--- src/hdl/gpcfg_pkg.sv ---
package gpcfg_pkg;

  // ----------------------------------------------------------------
  // Sizes
  // ----------------------------------------------------------------
  localparam int GPCFG_NPINS = 11;
  localparam int GPCFG_AW    = 8;
  localparam int GPCFG_DW    = 8;

  // ----------------------------------------------------------------
  // Register offsets
  // ----------------------------------------------------------------
  localparam logic [7:0] GPCFG_OFF_P24     = 8'h2f;
  localparam logic [7:0] GPCFG_OFF_P25     = 8'h30;
  localparam logic [7:0] GPCFG_OFF_P26     = 8'h31;
  localparam logic [7:0] GPCFG_OFF_P27     = 8'h32;
  localparam logic [7:0] GPCFG_OFF_P30     = 8'h33;
  localparam logic [7:0] GPCFG_OFF_P31     = 8'h34;
  localparam logic [7:0] GPCFG_OFF_P32     = 8'h35;
  localparam logic [7:0] GPCFG_OFF_P33     = 8'h36;
  localparam logic [7:0] GPCFG_OFF_P34     = 8'h37;
  localparam logic [7:0] GPCFG_OFF_P35     = 8'h38;
  localparam logic [7:0] GPCFG_OFF_P36     = 8'h39;
  localparam logic [7:0] GPCFG_OFF_DATA_LO = 8'h80;
  localparam logic [7:0] GPCFG_OFF_DATA_HI = 8'h81;

  // Offset of each pin's register, pin index 0 (2.4) rightmost
  localparam logic [10:0][7:0] GPCFG_OFFS = {
    GPCFG_OFF_P36, GPCFG_OFF_P35, GPCFG_OFF_P34, GPCFG_OFF_P33,
    GPCFG_OFF_P32, GPCFG_OFF_P31, GPCFG_OFF_P30, GPCFG_OFF_P27,
    GPCFG_OFF_P26, GPCFG_OFF_P25, GPCFG_OFF_P24};

  // ----------------------------------------------------------------
  // Field positions and write masks
  // ----------------------------------------------------------------
  localparam int         GPCFG_BIT_DIR     = 0;
  localparam int         GPCFG_BIT_POL     = 1;
  localparam int         GPCFG_BIT_ALT     = 2;
  localparam int         GPCFG_BIT_OTYPE   = 7;
  localparam logic [7:0] GPCFG_WMASK_ALT   = 8'h87;
  localparam logic [7:0] GPCFG_WMASK_PLAIN = 8'h83;

  // ----------------------------------------------------------------
  // Reset values
  // ----------------------------------------------------------------
  localparam logic [7:0] GPCFG_RST_STBY_GPIO = 8'h01;
  localparam logic [7:0] GPCFG_RST_STBY_IRRX = 8'h05;
  localparam logic [7:0] GPCFG_RST_ALL_IRTX  = 8'h04;
  localparam logic [7:0] GPCFG_RST_MAIN_FAN  = 8'h00;
  localparam logic [7:0] GPCFG_RST_DATA      = 8'h00;

  // ----------------------------------------------------------------
  // Pin indices of the alternate functions
  // ----------------------------------------------------------------
  localparam int GPCFG_IX_PLAIN = 0;
  localparam int GPCFG_IX_MRX   = 1;
  localparam int GPCFG_IX_MTX   = 2;
  localparam int GPCFG_IX_SMI   = 3;
  localparam int GPCFG_IX_TACHB = 4;
  localparam int GPCFG_IX_TACHA = 5;
  localparam int GPCFG_IX_FANB  = 6;
  localparam int GPCFG_IX_FANA  = 7;
  localparam int GPCFG_IX_IRRX  = 8;
  localparam int GPCFG_IX_IRTX  = 9;
  localparam int GPCFG_IX_KBRST = 10;

  // ----------------------------------------------------------------
  // Carriers
  // ----------------------------------------------------------------
  typedef struct packed {
    logic [7:0] addr;
    logic [7:0] wdata;
    logic       wr;
    logic       rd;
  } gpcfg_bus_t;

  typedef struct packed {
    logic [10:0] out;
    logic [10:0] oe_n;
  } gpcfg_pad_t;

  // Writable bits of a pin's register
  function automatic logic [7:0] gpcfg_wmask(input int idx);
    return (idx == GPCFG_IX_PLAIN) ? GPCFG_WMASK_PLAIN : GPCFG_WMASK_ALT;
  endfunction : gpcfg_wmask

  // Value taken on standby-power reset
  function automatic logic [7:0] gpcfg_stby_rst(input int idx);
    if (idx == GPCFG_IX_IRRX)
      return GPCFG_RST_STBY_IRRX;
    else if (idx == GPCFG_IX_IRTX)
      return GPCFG_RST_ALL_IRTX;
    else
      return GPCFG_RST_STBY_GPIO;
  endfunction : gpcfg_stby_rst

endpackage : gpcfg_pkg

--- src/hdl/gpcfg_bank.sv ---
// Behaviour
// - bit 0 high makes pin input
// - bit 1 high inverts the pin's sense
// - bit 7 high makes driver open-drain
// - pin 2.4 has no alternate function
// - bit 2 hands pin to its peripheral
// - pins 2.5/2.6 carry music serial rx/tx
// - pin 2.7 carries system-management interrupt
// - pins 3.0/3.1 carry fan speed sense
// - pin 3.2 fan drive, main reset zero
// - pin 3.3 fan drive, main reset zero
// - pin 3.4 infrared rx, standby reset 0x05
// - pin 3.5 infrared tx, always resets 0x04
// - pin 3.6 carries keyboard reset
// - other pin registers reset to 0x01 on standby
`timescale 1ns/1ps

module gpcfg_bank
(
  input  wire logic                  sys_clk,                // 250 MHz clock
  input  wire logic                  rst,                    // Hard reset, sync
  input  wire logic                  standby_power_on_reset, // Standby power reset
  input  wire logic                  main_power_on_reset,    // Main power reset
  input  wire gpcfg_pkg::gpcfg_bus_t bus,                    // Register requests
  output logic [7:0]                 rdata_q,                // Read data, next cycle
  input  wire logic [10:0]           pad_in,                 // Pin levels
  output gpcfg_pkg::gpcfg_pad_t      pad_q,                  // Pin drive
  input  wire logic                  music_serial_tx,        // Peripheral to 2.6
  input  wire logic                  sys_mgmt_irq_out_n,     // Peripheral to 2.7
  input  wire logic                  fan_drive_b,            // Peripheral to 3.2
  input  wire logic                  fan_drive_a,            // Peripheral to 3.3
  input  wire logic                  infrared_tx_b,          // Peripheral to 3.5
  input  wire logic                  keyboard_reset_out_n,   // Peripheral to 3.6
  output logic                       music_serial_rx,        // From pin 2.5
  output logic                       fan_speed_sense_b,      // From pin 3.0
  output logic                       fan_speed_sense_a,      // From pin 3.1
  output logic                       infrared_rx_b           // From pin 3.4
);

  // ----------------------------------------------------------------
  // State
  // ----------------------------------------------------------------
  logic [10:0][7:0] cfg_q;
  logic [10:0]      data_q;
  logic [10:0]      in_s1_q;
  logic [10:0]      in_s2_q;
  logic [10:0]      dir_in;
  logic [10:0]      pol;
  logic [10:0]      alt;
  logic [10:0]      odrain;
  logic [10:0]      in_lvl;
  logic [10:0]      src;
  logic [10:0]      lvl;
  gpcfg_pkg::gpcfg_pad_t pad_d;
  logic             main_rst;

  assign main_rst = rst | main_power_on_reset;

  // ----------------------------------------------------------------
  // Configuration registers
  // ----------------------------------------------------------------
  // Standby reset outranks the others; main/hard reset only touches
  // the fan and infrared-tx pins, the rest live on standby power.
  always_ff @(posedge sys_clk)
  begin
    for (int i = 0; i < gpcfg_pkg::GPCFG_NPINS; i++)
    begin
      if (standby_power_on_reset)
      begin
        cfg_q[i] <= gpcfg_pkg::gpcfg_stby_rst(i);
      end
      else if (main_rst)
      begin
        if (i == gpcfg_pkg::GPCFG_IX_FANB || i == gpcfg_pkg::GPCFG_IX_FANA)
          cfg_q[i] <= gpcfg_pkg::GPCFG_RST_MAIN_FAN;
        else if (i == gpcfg_pkg::GPCFG_IX_IRTX)
          cfg_q[i] <= gpcfg_pkg::GPCFG_RST_ALL_IRTX;
      end
      else if (bus.wr && bus.addr == gpcfg_pkg::GPCFG_OFFS[i])
      begin
        cfg_q[i] <= bus.wdata & gpcfg_pkg::gpcfg_wmask(i);
      end
    end
  end

  // ----------------------------------------------------------------
  // Output data register
  // ----------------------------------------------------------------
  // Levels driven by pins in plain general-purpose mode
  always_ff @(posedge sys_clk)
  begin
    if (standby_power_on_reset || main_rst)
      data_q <= {3'h0, gpcfg_pkg::GPCFG_RST_DATA};
    else if (bus.wr && bus.addr == gpcfg_pkg::GPCFG_OFF_DATA_LO)
      data_q[7:0] <= bus.wdata;
    else if (bus.wr && bus.addr == gpcfg_pkg::GPCFG_OFF_DATA_HI)
      data_q[10:8] <= bus.wdata[2:0];
  end

  // ----------------------------------------------------------------
  // Pin input synchroniser
  // ----------------------------------------------------------------
  // Pins are asynchronous; only the second stage is read further on
  always_ff @(posedge sys_clk)
  begin
    if (rst)
    begin
      in_s1_q <= 11'h000;
      in_s2_q <= 11'h000;
    end
    else
    begin
      in_s1_q <= pad_in;
      in_s2_q <= in_s1_q;
    end
  end

  // ----------------------------------------------------------------
  // Field decode
  // ----------------------------------------------------------------
  // Only bits 0, 1, 2 and 7 are looked at
  always_comb
  begin
    for (int i = 0; i < gpcfg_pkg::GPCFG_NPINS; i++)
    begin
      dir_in[i] = cfg_q[i][gpcfg_pkg::GPCFG_BIT_DIR];
      pol[i]    = cfg_q[i][gpcfg_pkg::GPCFG_BIT_POL];
      alt[i]    = cfg_q[i][gpcfg_pkg::GPCFG_BIT_ALT];
      odrain[i] = cfg_q[i][gpcfg_pkg::GPCFG_BIT_OTYPE];
    end
  end

  // logical sense of every pin input
  assign in_lvl = in_s2_q ^ pol;

  // ----------------------------------------------------------------
  // Output source selection
  // ----------------------------------------------------------------
  // Alternate pins take their level from the peripheral instead of
  // the data register; direction and driver type still apply.
  always_comb
  begin
    src = data_q;
    if (alt[gpcfg_pkg::GPCFG_IX_MTX])
      src[gpcfg_pkg::GPCFG_IX_MTX] = music_serial_tx;
    if (alt[gpcfg_pkg::GPCFG_IX_SMI])
      src[gpcfg_pkg::GPCFG_IX_SMI] = sys_mgmt_irq_out_n;
    if (alt[gpcfg_pkg::GPCFG_IX_FANB])
      src[gpcfg_pkg::GPCFG_IX_FANB] = fan_drive_b;
    if (alt[gpcfg_pkg::GPCFG_IX_FANA])
      src[gpcfg_pkg::GPCFG_IX_FANA] = fan_drive_a;
    if (alt[gpcfg_pkg::GPCFG_IX_IRTX])
      src[gpcfg_pkg::GPCFG_IX_IRTX] = infrared_tx_b;
    if (alt[gpcfg_pkg::GPCFG_IX_KBRST])
      src[gpcfg_pkg::GPCFG_IX_KBRST] = keyboard_reset_out_n;
  end

  assign lvl = src ^ pol;

  // ----------------------------------------------------------------
  // Pad drivers
  // ----------------------------------------------------------------
  // Open-drain only ever pulls low; a high level releases the pin
  always_comb
  begin
    pad_d = '0;
    for (int i = 0; i < gpcfg_pkg::GPCFG_NPINS; i++)
    begin
      if (dir_in[i])
      begin
        pad_d.out[i]  = 1'b0;
        pad_d.oe_n[i] = 1'b1;
      end
      else if (odrain[i])
      begin
        pad_d.out[i]  = 1'b0;
        pad_d.oe_n[i] = lvl[i];
      end
      else
      begin
        pad_d.out[i]  = lvl[i];
        pad_d.oe_n[i] = 1'b0;
      end
    end
  end

  // Registered pads, released while in hard or standby reset
  always_ff @(posedge sys_clk)
  begin
    if (rst || standby_power_on_reset)
    begin
      pad_q.out  <= 11'h000;
      pad_q.oe_n <= 11'h7ff;
    end
    else
      pad_q <= pad_d;
  end

  // ----------------------------------------------------------------
  // Peripheral inputs
  // ----------------------------------------------------------------
  // Deselected serial lines idle high, tachometers idle low, so the
  // peripheral sees no spurious edges while a pin is plain GPIO.
  always_ff @(posedge sys_clk)
  begin
    if (rst || standby_power_on_reset)
    begin
      music_serial_rx   <= 1'b1;
      fan_speed_sense_b <= 1'b0;
      fan_speed_sense_a <= 1'b0;
      infrared_rx_b     <= 1'b1;
    end
    else
    begin
      music_serial_rx   <= alt[gpcfg_pkg::GPCFG_IX_MRX] ?
                           in_lvl[gpcfg_pkg::GPCFG_IX_MRX] : 1'b1;
      // fan speed sense b and a
      fan_speed_sense_b <= alt[gpcfg_pkg::GPCFG_IX_TACHB] &
                           in_lvl[gpcfg_pkg::GPCFG_IX_TACHB];
      fan_speed_sense_a <= alt[gpcfg_pkg::GPCFG_IX_TACHA] &
                           in_lvl[gpcfg_pkg::GPCFG_IX_TACHA];
      infrared_rx_b     <= alt[gpcfg_pkg::GPCFG_IX_IRRX] ?
                           in_lvl[gpcfg_pkg::GPCFG_IX_IRRX] : 1'b1;
    end
  end

  // ----------------------------------------------------------------
  // Read path
  // ----------------------------------------------------------------
  // Unmapped addresses and idle cycles read zero
  always_ff @(posedge sys_clk)
  begin
    if (rst)
      rdata_q <= 8'h00;
    else
    begin
      rdata_q <= 8'h00;
      if (bus.rd)
      begin
        for (int i = 0; i < gpcfg_pkg::GPCFG_NPINS; i++)
        begin
          if (bus.addr == gpcfg_pkg::GPCFG_OFFS[i])
            rdata_q <= cfg_q[i];
        end
        if (bus.addr == gpcfg_pkg::GPCFG_OFF_DATA_LO)
          rdata_q <= in_lvl[7:0];
        else if (bus.addr == gpcfg_pkg::GPCFG_OFF_DATA_HI)
          rdata_q <= {5'h00, in_lvl[10:8]};
      end
    end
  end
endmodule : gpcfg_bank

--- config.mk ---
export PLATFORM = sky130hd
export DESIGN_NAME = gpcfg_bank
export DESIGN_NICKNAME = d
export VERILOG_FILES = /design/src/hdl/gpcfg_pkg.sv /design/src/hdl/gpcfg_bank.sv
export SDC_FILE = /design/constraint.sdc
export NUM_CORES = 1
export LEC_CHECK = 0
export BUFFER_PORTS_ARGS = -buffer_cell sky130_fd_sc_hd__buf_2
export CAP_MARGIN = 40
export CORE_UTILIZATION = 51
export CTS_CLUSTER_DIAMETER = 40
export DETAILED_ROUTE_END_ITERATION = 6
export GPL_TIMING_DRIVEN = 0
export PLACE_DENSITY = 0.86
export SLEW_MARGIN = 20
export SYNTH_ARGS = -nofsm -noshare
export SYNTH_HDL_FRONTEND = slang
export SYNTH_SLANG_ARGS = --single-unit
--- constraint.sdc ---
create_clock -name sys_clk -period 1.4 [get_ports sys_clk]
set_input_delay 0.21 -clock sys_clk [delete_from_list [all_inputs] [get_ports sys_clk]]
set_output_delay 0.21 -clock sys_clk [all_outputs]
set_load 0.03 [all_outputs]
== Yosys cells after proc, flatten, opt, wreduce, memory -nomap -nowiden ==
Cells that the tools add are included.

* Logic and storage cells: 153
* Bits in registers: 110

* Mux-type cells: 34
* Bitwise logic cells: 10
* Reductions and logical operators: 52
* Equality and inequality tests: 13

{| class="wikitable"
|+ Operators with widths
! operator !! count
|-
| 8-bit two-way mux || 13
|-
| 8-bit by 6-bit == test with 1-bit output (second input constant) || 11
|-
| 3-bit OR reduction || 11
|-
| 2-bit OR reduction || 15
|-
| 11-bit XOR || 2
|-
| 1-bit two-way mux || 21
|-
| 2-bit AND reduction || 9
|-
| 8-bit == test (second input constant) || 2
|-
| 1-bit logical AND || 13
|-
| 1-bit NOT || 5
|-
| 2-bit nonzero test || 2
|-
| 1-bit bitwise AND || 2
|-
| 1-bit logical OR || 2
|-
| 1-bit OR || 1
|}

== Longest topological paths before layout ==
Gate-level depths: netlist of run 1.

* Depth in word-level cells: 14
* Depth in mapped cells: 7
* Gate-level depth less buffers: 5

== Least setup slack after synthesis of run 1 ==
Ideal clock, no wire load.

* Path type: input port to flip-flop
* From: input bus[16] in the netlist's numbering
* To: register rdata_q[1]
* Data required time: 1.279 ns
* Arrival time: 1.343 ns
* Path buffers: 1
* Cell stages on the path: 6
* Setup slack: -0.064 ns
* Cells stage by stage: or2_1 buf_6 or3_4 o221a_1 o21ai_1 a21oi_1

* Longest elaborated chain between the ends: 14
* Elaborated cells between the ends (all ways): 26
* Those cells by class: eq/ne (13); mux (13)

{| class="wikitable"
|+ Ends and longest elaborated chain
! what !! RTL line !! RTL
|-
| from (decl) || gpcfg_bank.sv:24 || <nowiki>input wire gpcfg_pkg::gpcfg_bus_t bus,</nowiki>
|-
| 8-bit by 6-bit == test with 1-bit output || gpcfg_bank.sv:242 || <nowiki>if (bus.addr == gpcfg_pkg::GPCFG_OFFS[i])</nowiki>
|-
| 8-bit two-way mux (11 in series) || gpcfg_bank.sv:242 ||
|-
| 8-bit two-way mux || gpcfg_bank.sv:247 || <nowiki>else if (bus.addr == gpcfg_pkg::GPCFG_OFF_DATA_HI)</nowiki>
|-
| 8-bit two-way mux * || gpcfg_bank.sv:245 || <nowiki>if (bus.addr == gpcfg_pkg::GPCFG_OFF_DATA_LO)</nowiki>
|-
| to (signal assigned) || gpcfg_bank.sv:243 || <nowiki>rdata_q <= cfg_q[i];</nowiki>
|-
| to (signal assigned) || gpcfg_bank.sv:246 || <nowiki>rdata_q <= in_lvl[7:0];</nowiki>
|-
| to (signal assigned) || gpcfg_bank.sv:248 || <nowiki>rdata_q <= {5'h00, in_lvl[10:8]};</nowiki>
|-
| to (decl) || gpcfg_bank.sv:25 || <nowiki>output logic [7:0] rdata_q,</nowiki>
|}

Every way passes the cells marked *; elsewhere a longest branch is shown, timed or not.
A chain may end at the register's enable or synchronous reset.

== Final worst setup path of run 1 ==
* From: register cfg_q[65] in the netlist's numbering
* To: register rdata_q[1]

* Longest elaborated chain between the ends: 5

{| class="wikitable"
|+ Ends and longest elaborated chain
! what !! RTL line !! RTL
|-
| from (decl) || gpcfg_bank.sv:43 || <nowiki>logic [10:0][7:0] cfg_q;</nowiki>
|-
| from (signal, indexed assignment) || gpcfg_bank.sv:70 || <nowiki>cfg_q[i] <= gpcfg_pkg::gpcfg_stby_rst(i);</nowiki>
|-
| from (signal, indexed assignment) || gpcfg_bank.sv:75 || <nowiki>cfg_q[i] <= gpcfg_pkg::GPCFG_RST_MAIN_FAN;</nowiki>
|-
| from (signal, indexed assignment) || gpcfg_bank.sv:77 || <nowiki>cfg_q[i] <= gpcfg_pkg::GPCFG_RST_ALL_IRTX;</nowiki>
|-
| 8-bit two-way mux (3 in series) || gpcfg_bank.sv:242 ||
|-
| 8-bit two-way mux || gpcfg_bank.sv:247 ||
|-
| 8-bit two-way mux || gpcfg_bank.sv:245 ||
|}

No other way between the ends.

==> key figures, run 1 <==
STA
  • Clock Skew: around 0.016 ns
  • RSZ-0062 raised after global routing: yes
  • Total negative slack: -0.0748 ns
  • Worst slew margin: 0.533
  • Final count of negative-setup-slack endpoints: 3
  • Tcrit/Tclk final: 1.04
  • Hold Fails Final Rpt: 0
  • F_max: around 0.69 GHz
  • Max Slew Vio Count: 0
  • Tmin final: approximately 1.5 ns
  • Slew at the pin closest to its max-slew limit: 0.700 ns
  • Post-route worst setup slack: -0.0568 ns

Clocking
  • H-tree depth: 3
  • TritonCTS clock tree: yes
  • CTS Hold Bufs: 0
  • CTS clk-pin slew, worst paths: approximately 0.1 ns
  • Clock net sink count: between 100 and 150
  • Max clock buf depth: 2
  • CTS root buffer: clkbuf_8
  • Worst-Skew Late Latency: about 0.4 ns
  • Num CTS Buffers: 9

Cells and area
  • Cell Count, Final, Fillers Out: 714
  • Share of layout cells above drive strength 1: 0.234
  • Area Growth Syn to Fin: 18.8%
  • NumNets Final: 640
  • ANT cells: 0

Detailed routing
  • Max layer used: met4
  • Met1 WL: 5890 um
  • First drt pass iteration count: 5
  • Post-route ant nets: 0
  • WL final: 13700 um
  • DRT iter0 DRCs: between 300 and 400
  • # DRC: 0
  • Met3 wire length: about 1100 um
  • DR vias: 4218
  • DR vias/cell: slightly below 6
  • Avg WL per Cell: between 15 and 20 um
  • WL met2: a little over 6000 um

GRT
  • Initial antenna violation count: 0
  • Total GRT Usage: 0.289
  • Pin count of the biggest net entering global routing: 20
  • Vias in the first global route: 3825
  • Global-route wire length before repair: around 21000 um
  • GRT Residual Overflow: 0

Power
  • Power Total: around 0.0056 W
  • Leak pwr: 2.16 nW
  • Ratio of total power to cell area: 1030 nW/um^2
  • Worst IR Drop VDD: around 0.6 mV

Yosys
  • Main synth FF type: dfxtp_1
  • Distinct cells, synth: 55
  • Largest area contributor in the netlist: dfxtp_1
  • Flops & latches, synth: 110
  • Sequential cell area fraction in the yosys report: 0.481
  • Top cell type's share of synthesized area: 0.481
  • Fraction of registers with async set/reset: 0
  • Post-synth EDFFs: 0
  • Syn Area/Cell: approximately 9 sq um
  • Synth Warn #: 0
  • Top post-synthesis cells by area: dfxtp_1 48%, mux2i_1 5.5%, nand3_1 4.2%, nor2b_1 4.0%, a21oi_1 3.8%
  • Cells after Synth: 510
  • Net count of the mapped netlist: about 550
  • Synthesized area: around 4600 sq um

Setup path
  • CP Max Fanout: 4
  • WS Path Type: flop to flop
  • Crit. End Element: flop
  • Path depth of the worst reg2reg path: 5
  • Worst Path Required: roughly 1.7 ns
  • Arr. time, crit path: 1.73 ns
  • Crit start category: flop

Floorplan
  • Initial Utilization: 0.525
  • Row count: 34
  • Die width: 96.7 um
  • Die H: 96.7 um
  • Die area: about 9400 sq um
  • Placeable Area: 8720 sq um
  • IO Pins: between 70 and 80

Placement
  • Routability cong.: between 0.9 and 1
  • HPWL Detailed: roughly 9800 um
  • Post-Place Cells: just under 700
  • PortBufs: around 70

Status
  • Status: finished, violations left
  • Failing checks: setup timing

Worst hold path
  • Hold depth: 2
  • Hold crit path type: input pin to flop

Run
  • Max-cap violations: 0
## Yosys cell counts (2+ instances only)
master and number:
a32oi_1 2, a2bb2oi_1 5, and3_1 8, xnor2_1 12, and4b_1 2, dfxtp_1 110
o22ai_1 6, nand2b_1 4, nor4b_1 4, nor4_1 7, nor3_2 2, nand3_1 38
nand3b_1 6, inv_1 11, buf_2 10, a21oi_1 35, nand4b_1 3, a31oi_1 2
nor2b_1 29, mux2i_1 25, o21ai_0 18, a211o_1 9, nor3_1 9, nand4_1 3
xor2_1 10, o21bai_1 2, and4_1 2, mux2_2 2, buf_1 2, a211oi_1 2
nand2_1 44, clkbuf_1 20, nor2_1 44
## layer usage
metal,vias up,global-route usage
li1,1965,-
met1,1991,0.391
met2,219,0.442
met3,43,0.0607
met4,0,0.137
met5,-,0
## final timing paths
| check | from | to | slack (ns) |
|---|---|---|---|
| setup / recovery | cfg_q[65]$_SDFFE_PP0P_ | rdata_q[1]$_SDFF_PP0_ | -0.06 |
| hold / removal | pad_in[2] | in_s1_q[2]$_SDFF_PP0_ | 0.03 |
| hold reg to reg | alt[1]$_SDFFE_PP0P_ | music_serial_rx$_SDFF_PP1_ | 0.44 |
| setup reg to reg | cfg_q[65]$_SDFFE_PP0P_ | rdata_q[1]$_SDFF_PP0_ | -0.06 |
## logic make-up after synthesis
family | after synthesis | synth area share
and+or+nand+nor | 214 | 0.245
DFF | 110 | 0.481
AOI/OAI and AO/OA | 91 | 0.125
buffers and inverters | 45 | 0.0421
muxes | 28 | 0.0645
xor gates and xnor gates | 22 | 0.0421
## worst max-delay path, cell delays in order (launching register included)
cell	delay (ns)
dfxtp_4	0.38
mux4_2	0.50
nor2_4	0.12
nor3_2	0.05
o22ai_1	0.19
a21oi_1	0.11
## metrics by stage
step / setup slack (ns) / util / cell area (sq um) / hold slack, ns
floorplan: -0.0641 / - / 4580 / 0.338
global placement: -0.576 / 0.581 / 5070 / 0.416
detailed placement: -0.554 / 0.581 / 5070 / 0.416
CTS: -0.0411 / 0.609 / 5310 / 0.0239
global route: -0.0813 / 0.623 / 5440 / 0.0372
finish: -0.0568 / 0.623 / 5440 / 0.0310
## power by group
group	internal, W	leakage [nW]	switching (W)
Combinational	0.000154	1.16	0.000290
Sequential	0.00316	0.896	0.0000196
Clock	0.000853	0.103	0.00114
## state kept, by name, summed over array words and instances, names as in the netlist
register and flops:
in_s1_q 11, fan_speed_sense_a 1, pad_q 22, data_q 11
alt 10, fan_speed_sense_b 1, music_serial_rx 1, rdata_q 8
cfg_q 33, infrared_rx_b 1, in_s2_q 11
## placed cells by master (no fill, tap or decap), types with 8 or more instances in the layout
| master | count |
|---|---|
| inv_1 | 11 |
| dfxtp_1 | 106 |
| buf_4 | 12 |
| mux2i_1 | 25 |
| nand2_1 | 44 |
| xnor2_1 | 11 |
| o21ai_0 | 18 |
| nand3_1 | 35 |
| clkbuf_8 | 9 |
| and3_1 | 8 |
| a21oi_1 | 35 |
| a211o_1 | 9 |
| clkbuf_1 | 12 |
| buf_2 | 80 |
| xor2_1 | 10 |
| nor2_1 | 40 |
| nor2b_1 | 29 |
## cell type report
type / instances / area (sq um)
clock inverters: 7 / 78.8
plain buffers: 33 / 163
multi-input cells: 355 / 2250
fillers: 752 / 3280
repair buffers: 81 / 430
clock buffers: 9 / 124
inverters: 11 / 41.3
flip-flops and latches: 110 / 2210
well taps: 108 / 135
## what timing repair did
item / CTS / global route
setup endpoints to repair: 42 / 38
buffers inserted: 2 / 8
resized for setup: 11 / 24
endpoints found under the hold margin: 0 / 0
pin swaps: 1 / 2
(Power assumes the default switching activity.)
==> run 2: changes to the inputs <==
--- a/config.mk
+++ b/config.mk
@@ -5,13 +5,15 @@
 export SDC_FILE = /design/constraint.sdc
 export NUM_CORES = 1
 export LEC_CHECK = 0
+export ABC_AREA = 1
 export BUFFER_PORTS_ARGS = -buffer_cell sky130_fd_sc_hd__buf_2
 export CAP_MARGIN = 40
-export CORE_UTILIZATION = 51
+export CORE_UTILIZATION = 50
+export CTS_BUF_LIST = sky130_fd_sc_hd__clkbuf_4 sky130_fd_sc_hd__clkbuf_8 sky130_fd_sc_hd__clkbuf_16
 export CTS_CLUSTER_DIAMETER = 40
 export DETAILED_ROUTE_END_ITERATION = 6
 export GPL_TIMING_DRIVEN = 0
-export PLACE_DENSITY = 0.86
+export PLACE_DENSITY = 0.85
 export SLEW_MARGIN = 20
 export SYNTH_ARGS = -nofsm -noshare
 export SYNTH_HDL_FRONTEND = slang
==> key figures, run 2 <==
Floorplan
  • Die H: 95.7 um (-1.0%)
  • Die area: 9170 sq um (-2.0%)
  • Initial Utilization: 0.527 (+0.00188)
  • IO Pins: 73 (unchanged)
  • Row count: 33 (-2.9%)
  • Die width: 95.7 um (-1.0%)
  • Placeable Area: 8340 sq um (-4.4%)

Cells and area
  • Largest register FFs: 33 (unchanged)
  • NumNets Final: 683 (+6.7%)
  • Most frequent cells in the layout: 110 x dfxtp_1, 84 x nand2_1, 72 x inv_1
  • Most common cell after layout, fill and taps aside: dfxtp_1
  • ANT cells: 0 (unchanged)
  • Share of layout cells above drive strength 1: 0.190 (-0.0448)
  • Top reg by flops: cfg_q
  • Top flop regs: cfg_q x33, pad_q x22
  • Area Growth Syn to Fin: 16.1%
  • Fill count: 764 (+1.6%)

Setup path
  • Crit start category: input pin
  • Worst Path Required: 1.72 ns (+0.05 ns)
  • Crit. End Element: flop
  • Arr. time, crit path: 1.65 ns (-0.08 ns)
  • Worst R2R Start: cfg_q[17]$_SDFFE_PP0P_
  • CP Max Fanout: 6 (+2)
  • WS Path Type: input pin to flop
  • Crit path from: bus[13]

Clocking
  • Max clock buf depth: 2 (unchanged)
  • Num CTS Buffers: 9 (unchanged)
  • CTS root buffer: clkbuf_8
  • CTS clk-pin slew, worst paths: 0.09 ns (about the same)
  • TritonCTS clock tree: yes
  • CTS Hold Bufs: 0 (unchanged)
  • Worst-Skew Late Latency: 0.37 ns (-0.02 ns)
  • Clock net sink count: 110 (unchanged)
  • H-tree depth: 3 (unchanged)

Detailed routing
  • WL final: 11500 um (-16%)
  • First drt pass iteration count: 5 (unchanged)
  • DR vias: 4010 (-4.9%)
  • Avg WL per Cell: 15.2 um (-20%)
  • Post-route ant nets: 0 (unchanged)
  • DRT iter0 DRCs: 254 (-35%)
  • DR vias/cell: 5.32 (-10%)
  • # DRC: 0 (unchanged)

STA
  • Tmin final: 1.33 ns (-0.125 ns)
  • F_max: 0.751 GHz (+9.4%)
  • Final count of negative-setup-slack endpoints: 0 (-3)
  • Hold Fails Final Rpt: 0 (unchanged)
  • Slew at the pin closest to its max-slew limit: 0.710 ns (+0.00928 ns)
  • Tcrit/Tclk final: 0.951 (-0.0896)
  • Max Slew Vio Count: 0 (unchanged)
  • Total negative slack: 0 ns (+0.0748 ns)
  • Worst slew margin: 0.527 (-0.00618)
  • Final hold slack: 0.0377 ns (+0.00668 ns)
  • Clock Skew: 0.0106 ns (-0.00569 ns)

Power
  • Leak pwr: 2.11 nW (-2.0%)
  • Ratio of total power to cell area: 1070 nW/um^2 (+3.3%)
  • Worst IR Drop VDD: 0.710 mV (+21%)

GRT
  • Pin count of the biggest net entering global routing: 18 (-10%)
  • M3 GR Usage: 0.0474 (-0.0133)
  • Initial antenna violation count: 0 (unchanged)
  • Vias in the first global route: 3684 (-3.7%)
  • Global-route wire length before repair: 17900 um (-14%)
  • Total GRT Usage: 0.266 (-0.0231)
  • Grt peak-use layer: met2
  • Met2 usage: 0.445 (+0.00261)
  • Met1 GRT Util: 0.327 (-0.0641)
  • GRT Residual Overflow: 0 (unchanged)

Yosys
  • Top cell type's share of synthesized area: 0.501 (+0.0201)
  • Synthesized area: 4390 sq um (-4.0%)
  • Most numerous cell in the Yosys netlist: dfxtp_1
  • Sequential cell area fraction in the yosys report: 0.501 (+0.0201)
  • Main synth FF type: dfxtp_1
  • Net count of the mapped netlist: 601 (+9.5%)
  • Cells after Synth: 562 (+10%)
  • Flops & latches, synth: 110 (unchanged)
  • Synth Warn #: 0 (unchanged)
  • Syn Area/Cell: 7.82 sq um (-13%)
  • Post-synth EDFFs: 0 (unchanged)
  • Distinct cells, synth: 28 (-49%)
  • Top post-synthesis cells by area: dfxtp_1 50%, nand2_1 7.3%, inv_1 6.3%, o21ai_0 6.0%, a21oi_1 5.5%
  • Synth cell count leaders: 110 x dfxtp_1, 85 x nand2_1, 74 x inv_1, 63 x nor2_1, 53 x o21ai_0
  • Fraction of registers with async set/reset: 0 (unchanged)
  • Largest area contributor in the netlist: dfxtp_1

Placement
  • Routability cong.: 0.978 (+2.9%)
  • PortBufs: 70 (-1.4%)
  • HPWL Detailed: 8990 um (-8.5%)

Status
  • Status: finished, final reports clean

Worst hold path
  • HP Start: pad_in[9]
  • Hold crit path type: input pin to flop

Run
  • Max-cap violations: 0 (unchanged)
==> run 2: cell types whose count changed after synthesis, moves of 13 or more <==
cell | before | now
mux2i_1 | 25 | 0
nor2_1 | 44 | 63
inv_1 | 11 | 74
nor2b_1 | 29 | 0
a21oi_1 | 35 | 48
clkbuf_1 | 20 | 6
nand2_1 | 44 | 85
o211ai_1 | 1 | 14
nand3_1 | 38 | 15
o21ai_0 | 18 | 53
==> run 2: worst paths after layout <==
path | end | slack [ns] | depth (start not counted)
setup / recovery | rdata_q[7]$_SDFF_PP0_ | 0.07 | 14
hold reg to reg | in_s2_q[3]$_SDFF_PP0_ | 0.41 | 2
hold / removal | in_s1_q[9]$_SDFF_PP0_ | 0.04 | 3
setup reg to reg | rdata_q[1]$_SDFF_PP0_ | 0.11 | 8
==> run 2: layer usage <==
| layer | wire length [um] | vias to the layer above |
|---|---|---|
| li1 | - | 2000 |
| met1 | 4870 | 1820 |
| met2 | 5510 | 159 |
| met3 | 674 | 31 |
| met4 | 440 | 0 |
| met5 | 0 | - |
==> run 2: kinds of logic (layout without fill, tap and decap cells) <==
| kind of cell | after synthesis | after routing | share of synthesized area |
|---|---|---|---|
| DFF | 110 | 110 | 0.501 |
| xor gates and xnor gates | 21 | 21 | 0.0419 |
| and+or+nand+nor | 216 | 216 | 0.225 |
| AOI/OAI and AO/OA | 123 | 123 | 0.152 |
| buffers and inverters | 92 | 179 | 0.0797 |
==> run 2: per-stage QoR <==
step,total power (W),worst slack [ns],utilization,instance area [sq um],std cells
6_report,0.00545,0.0687,0.611,5100,754
2_1_floorplan,0.00343,0.0851,-,4390,562
4_1_cts,0.00546,0.0214,0.608,5070,753
3_3_place_gp,0.00358,-0.353,0.584,4870,737
3_5_place_dp,0.00359,-0.366,0.584,4870,737
5_1_grt,0.00564,-0.00307,0.611,5100,754
==> run 2: cell type report <==
class                           instances  area (sq um)  share of cell area
Inverter                               81           304              0.0596
Multi-Input combinational cell        360          1860               0.364
Sequential cell                       110          2200               0.432
Timing Repair Buffer                   71           358              0.0702
Tap cell                              105           131              0.0258
Buffer                                 11          46.3             0.00908
Clock buffer                           11           139              0.0272
Clock inverter                          5          60.1              0.0118
==> run 2: worst max-delay path, stage by stage <==
cell     delay (ns)
buf_2          0.14
nor2_1         0.31
nand2_2        0.15
inv_2          0.12
nand2_2        0.08
inv_1          0.07
nand2_1        0.05
nand3_1        0.13
nor3_2         0.06
nand4_1        0.10
nand2_1        0.06
nand2_1        0.06
nand2_1        0.05
nand2_1        0.06
==> run 2: where the power goes <==
group          switching (W)  internal, W  leakage [nW]
clock                0.00105     0.000872         0.100
sequential         0.0000166      0.00317         0.893
combinational       0.000240     0.000102          1.12
==> run 2: repair_timing <==
action                                  4_1_cts  5_1_grt
gates resized for setup                       0        7
buffers inserted                              0        1
endpoints found under the setup margin        0        3
hold endpoints to repair                      0        0
==> run 3: changes to the inputs <==
--- a/config.mk
+++ b/config.mk
@@ -9,8 +9,8 @@
 export BUFFER_PORTS_ARGS = -buffer_cell sky130_fd_sc_hd__buf_2
 export CAP_MARGIN = 40
 export CORE_UTILIZATION = 50
-export CTS_BUF_LIST = sky130_fd_sc_hd__clkbuf_4 sky130_fd_sc_hd__clkbuf_8 sky130_fd_sc_hd__clkbuf_16
 export CTS_CLUSTER_DIAMETER = 40
+export CTS_CLUSTER_SIZE = 8
 export DETAILED_ROUTE_END_ITERATION = 6
 export GPL_TIMING_DRIVEN = 0
 export PLACE_DENSITY = 0.85
==> key figures, run 3 (synthesized netlist as in run 2, its figures left out) <==
Detailed routing
  • DR vias/cell: 5.30 (-0.37%)
  • Post-route ant nets: 0 (unchanged)
  • Max layer used: met4
  • DR vias: 3995 (-0.37%)
  • Met1 WL: 4880 um (+0.12%)
  • First drt pass iteration count: 5 (unchanged)
  • DRT iter0 DRCs: 254 (unchanged)
  • WL met2: 5500 um (-0.18%)
  • Avg WL per Cell: 15.2 um (about the same)
  • Met3 wire length: 676 um (+0.30%)
  • # DRC: 0 (unchanged)
  • WL final: 11500 um (about the same)

Cells and area
  • Multi-input gate area: 1860 sq um (unchanged)
  • Share of layout cells above drive strength 1: 0.186 (-0.00308)
  • Most common cell after layout, fill and taps aside: dfxtp_1
  • Top reg by flops: cfg_q
  • Most frequent cells in the layout: 110 x dfxtp_1, 84 x nand2_1, 72 x inv_1
  • Top flop regs: cfg_q x33, pad_q x22
  • Area Growth Syn to Fin: 15.9%
  • ANT cells: 0 (unchanged)
  • Reg area: 2200 sq um (unchanged)
  • Fill count: 766 (+0.26%)
  • Finished Cell Area: 5090 sq um (-0.15%)
  • NumNets Final: 683 (unchanged)
  • Largest register FFs: 33 (unchanged)

Floorplan
  • Placeable Area: 8340 sq um (unchanged)
  • Initial Utilization: 0.527 (unchanged)
  • Die width: 95.7 um (unchanged)
  • Die area: 9170 sq um (unchanged)
  • IO Pins: 73 (unchanged)
  • Row count: 33 (unchanged)
  • Die H: 95.7 um (unchanged)

Power
  • Leak pwr: 2.11 nW (-0.32%)
  • Combinational Power Share: 0.063 (about the same)
  • Ratio of total power to cell area: 1060 nW/um^2 (-0.71%)
  • Flop pwr share: 0.590 (+0.005)
  • Worst IR Drop VDD: 0.706 mV (-0.51%)
  • Internal power: 0.00410 W (-0.94%)
  • NetSw: 0.00130 W (-0.58%)
  • Sw frac: 0.240 (+0.000666)
  • Clock power share: 0.347 (-0.005)

Setup path
  • Crit. End Element: flop
  • WS Path Type: input pin to flop
  • CP Max Fanout: 6 (unchanged)
  • Arr. time, crit path: 1.65 ns (about the same)
  • Crit start category: input pin
  • Worst Path Required: 1.72 ns (about the same)

STA
  • Worst slew margin: 0.535 (+0.00781)
  • Post-route worst setup slack: 0.0652 ns (-0.00347 ns)
  • Hold Fails Final Rpt: 0 (unchanged)
  • F_max: 0.749 GHz (-0.26%)
  • Max Slew Vio Count: 0 (unchanged)
  • Slew at the pin closest to its max-slew limit: 0.698 ns (-0.0117 ns)
  • Total negative slack: 0 ns (unchanged)
  • Final count of negative-setup-slack endpoints: 0 (unchanged)
  • Clock Skew: 0.0106 ns (+0.0000112 ns)
  • Tcrit/Tclk final: 0.953 (+0.00248)
  • Tmin final: 1.33 ns (+0.00347 ns)

Clocking
  • CTS root buffer: clkbuf_8
  • H-tree depth: 3 (unchanged)
  • Max clock buf depth: 2 (unchanged)
  • CTS Hold Bufs: 0 (unchanged)
  • Clock net sink count: 110 (unchanged)
  • Num CTS Buffers: 9 (unchanged)
  • Worst-Skew Late Latency: 0.37 ns (about the same)
  • CTS clk-pin slew, worst paths: 0.09 ns (about the same)
  • TritonCTS clock tree: yes

GRT
  • Total GRT Usage: 0.266 (unchanged)
  • Vias in the first global route: 3684 (unchanged)
  • Initial antenna violation count: 0 (unchanged)
  • Global-route wire length before repair: 17900 um (unchanged)
  • Pin count of the biggest net entering global routing: 18 (unchanged)
  • GRT Residual Overflow: 0 (unchanged)

Placement
  • HPWL Detailed: 8990 um (unchanged)
  • Pre-CTS setup slack: -0.366 ns (unchanged)
  • Routability cong.: 0.978 (unchanged)
  • Post-place instance area: 4870 sq um (unchanged)
  • PortBufs: 70 (unchanged)

Worst hold path
  • Hold crit path type: input pin to flop

Run
  • Max-cap violations: 0 (unchanged)

Status
  • Status: finished, final reports clean
-- run 3: metal layers --
layer  up-vias  track usage
met4         0        0.142
li1       2003            -
met1      1805        0.327
met5         -            0
met3        31       0.0474
met2       156        0.445
-- run 3: worst paths after layout --
kind / from / end / slack [ns] / cells past startpoint
worst max register to register: cfg_q[17]$_SDFFE_PP0P_ / rdata_q[1]$_SDFF_PP0_ / 0.11 / 8
worst min register to register: in_s1_q[3]$_SDFF_PP0_ / in_s2_q[3]$_SDFF_PP0_ / 0.40 / 2
worst min-delay path: pad_in[0] / in_s1_q[0]$_SDFF_PP0_ / 0.04 / 3
worst max-delay path: bus[13] / rdata_q[7]$_SDFF_PP0_ / 0.07 / 14
-- run 3: metrics by stage --
| step | instances | hold WS [ns] | utilization | total power, W |
|---|---|---|---|---|
| floorplan | 562 | 0.317 | - | 0.00343 |
| global placement | 737 | 0.388 | 0.584 | 0.00358 |
| detailed placement | 737 | 0.399 | 0.584 | 0.00359 |
| CTS | 753 | 0.0284 | 0.607 | 0.00542 |
| global route | 754 | 0.0259 | 0.610 | 0.00560 |
| finish | 754 | 0.0397 | 0.610 | 0.00540 |
-- run 3: final cells by class --
class / instances / share of cell area
timing repair buffer: 71 / 0.0703
clock buffer: 11 / 0.0258
clock inverter: 5 / 0.0118
buffer: 11 / 0.00909
inverter: 81 / 0.0597
sequential: 110 / 0.433
tap: 105 / 0.0258
multi-input combinational: 360 / 0.365
-- run 3: repair_timing --
| item | in CTS | in global routing |
|---|---|---|
| gates resized for setup | 0 | 7 |
| endpoints found under the hold margin | 0 | 0 |
| setup endpoints to repair | 0 | 3 |
| buffers inserted | 0 | 1 |
-- run 3: power groups by stage --
stage	clock [W]	sequential (W)	combinational, W
6_report	0.00187	0.00318	0.000342
3_5_place_dp	0	0.00326	0.000333
2_1_floorplan	0	0.00327	0.000166
4_1_cts	0.00190	0.00318	0.000333
3_3_place_gp	0	0.00326	0.000327
5_1_grt	0.00204	0.00319	0.000374
-- run 3: worst max-delay path: stages --
cell and delay (ns):
buf_2 0.14, nor2_1 0.31, nand2_2 0.15, inv_2 0.12, nand2_2 0.08, inv_1 0.07
nand2_1 0.05, nand3_1 0.13, nor3_2 0.06, nand4_1 0.10, nand2_1 0.06, nand2_1 0.06
nand2_1 0.05, nand2_1 0.06
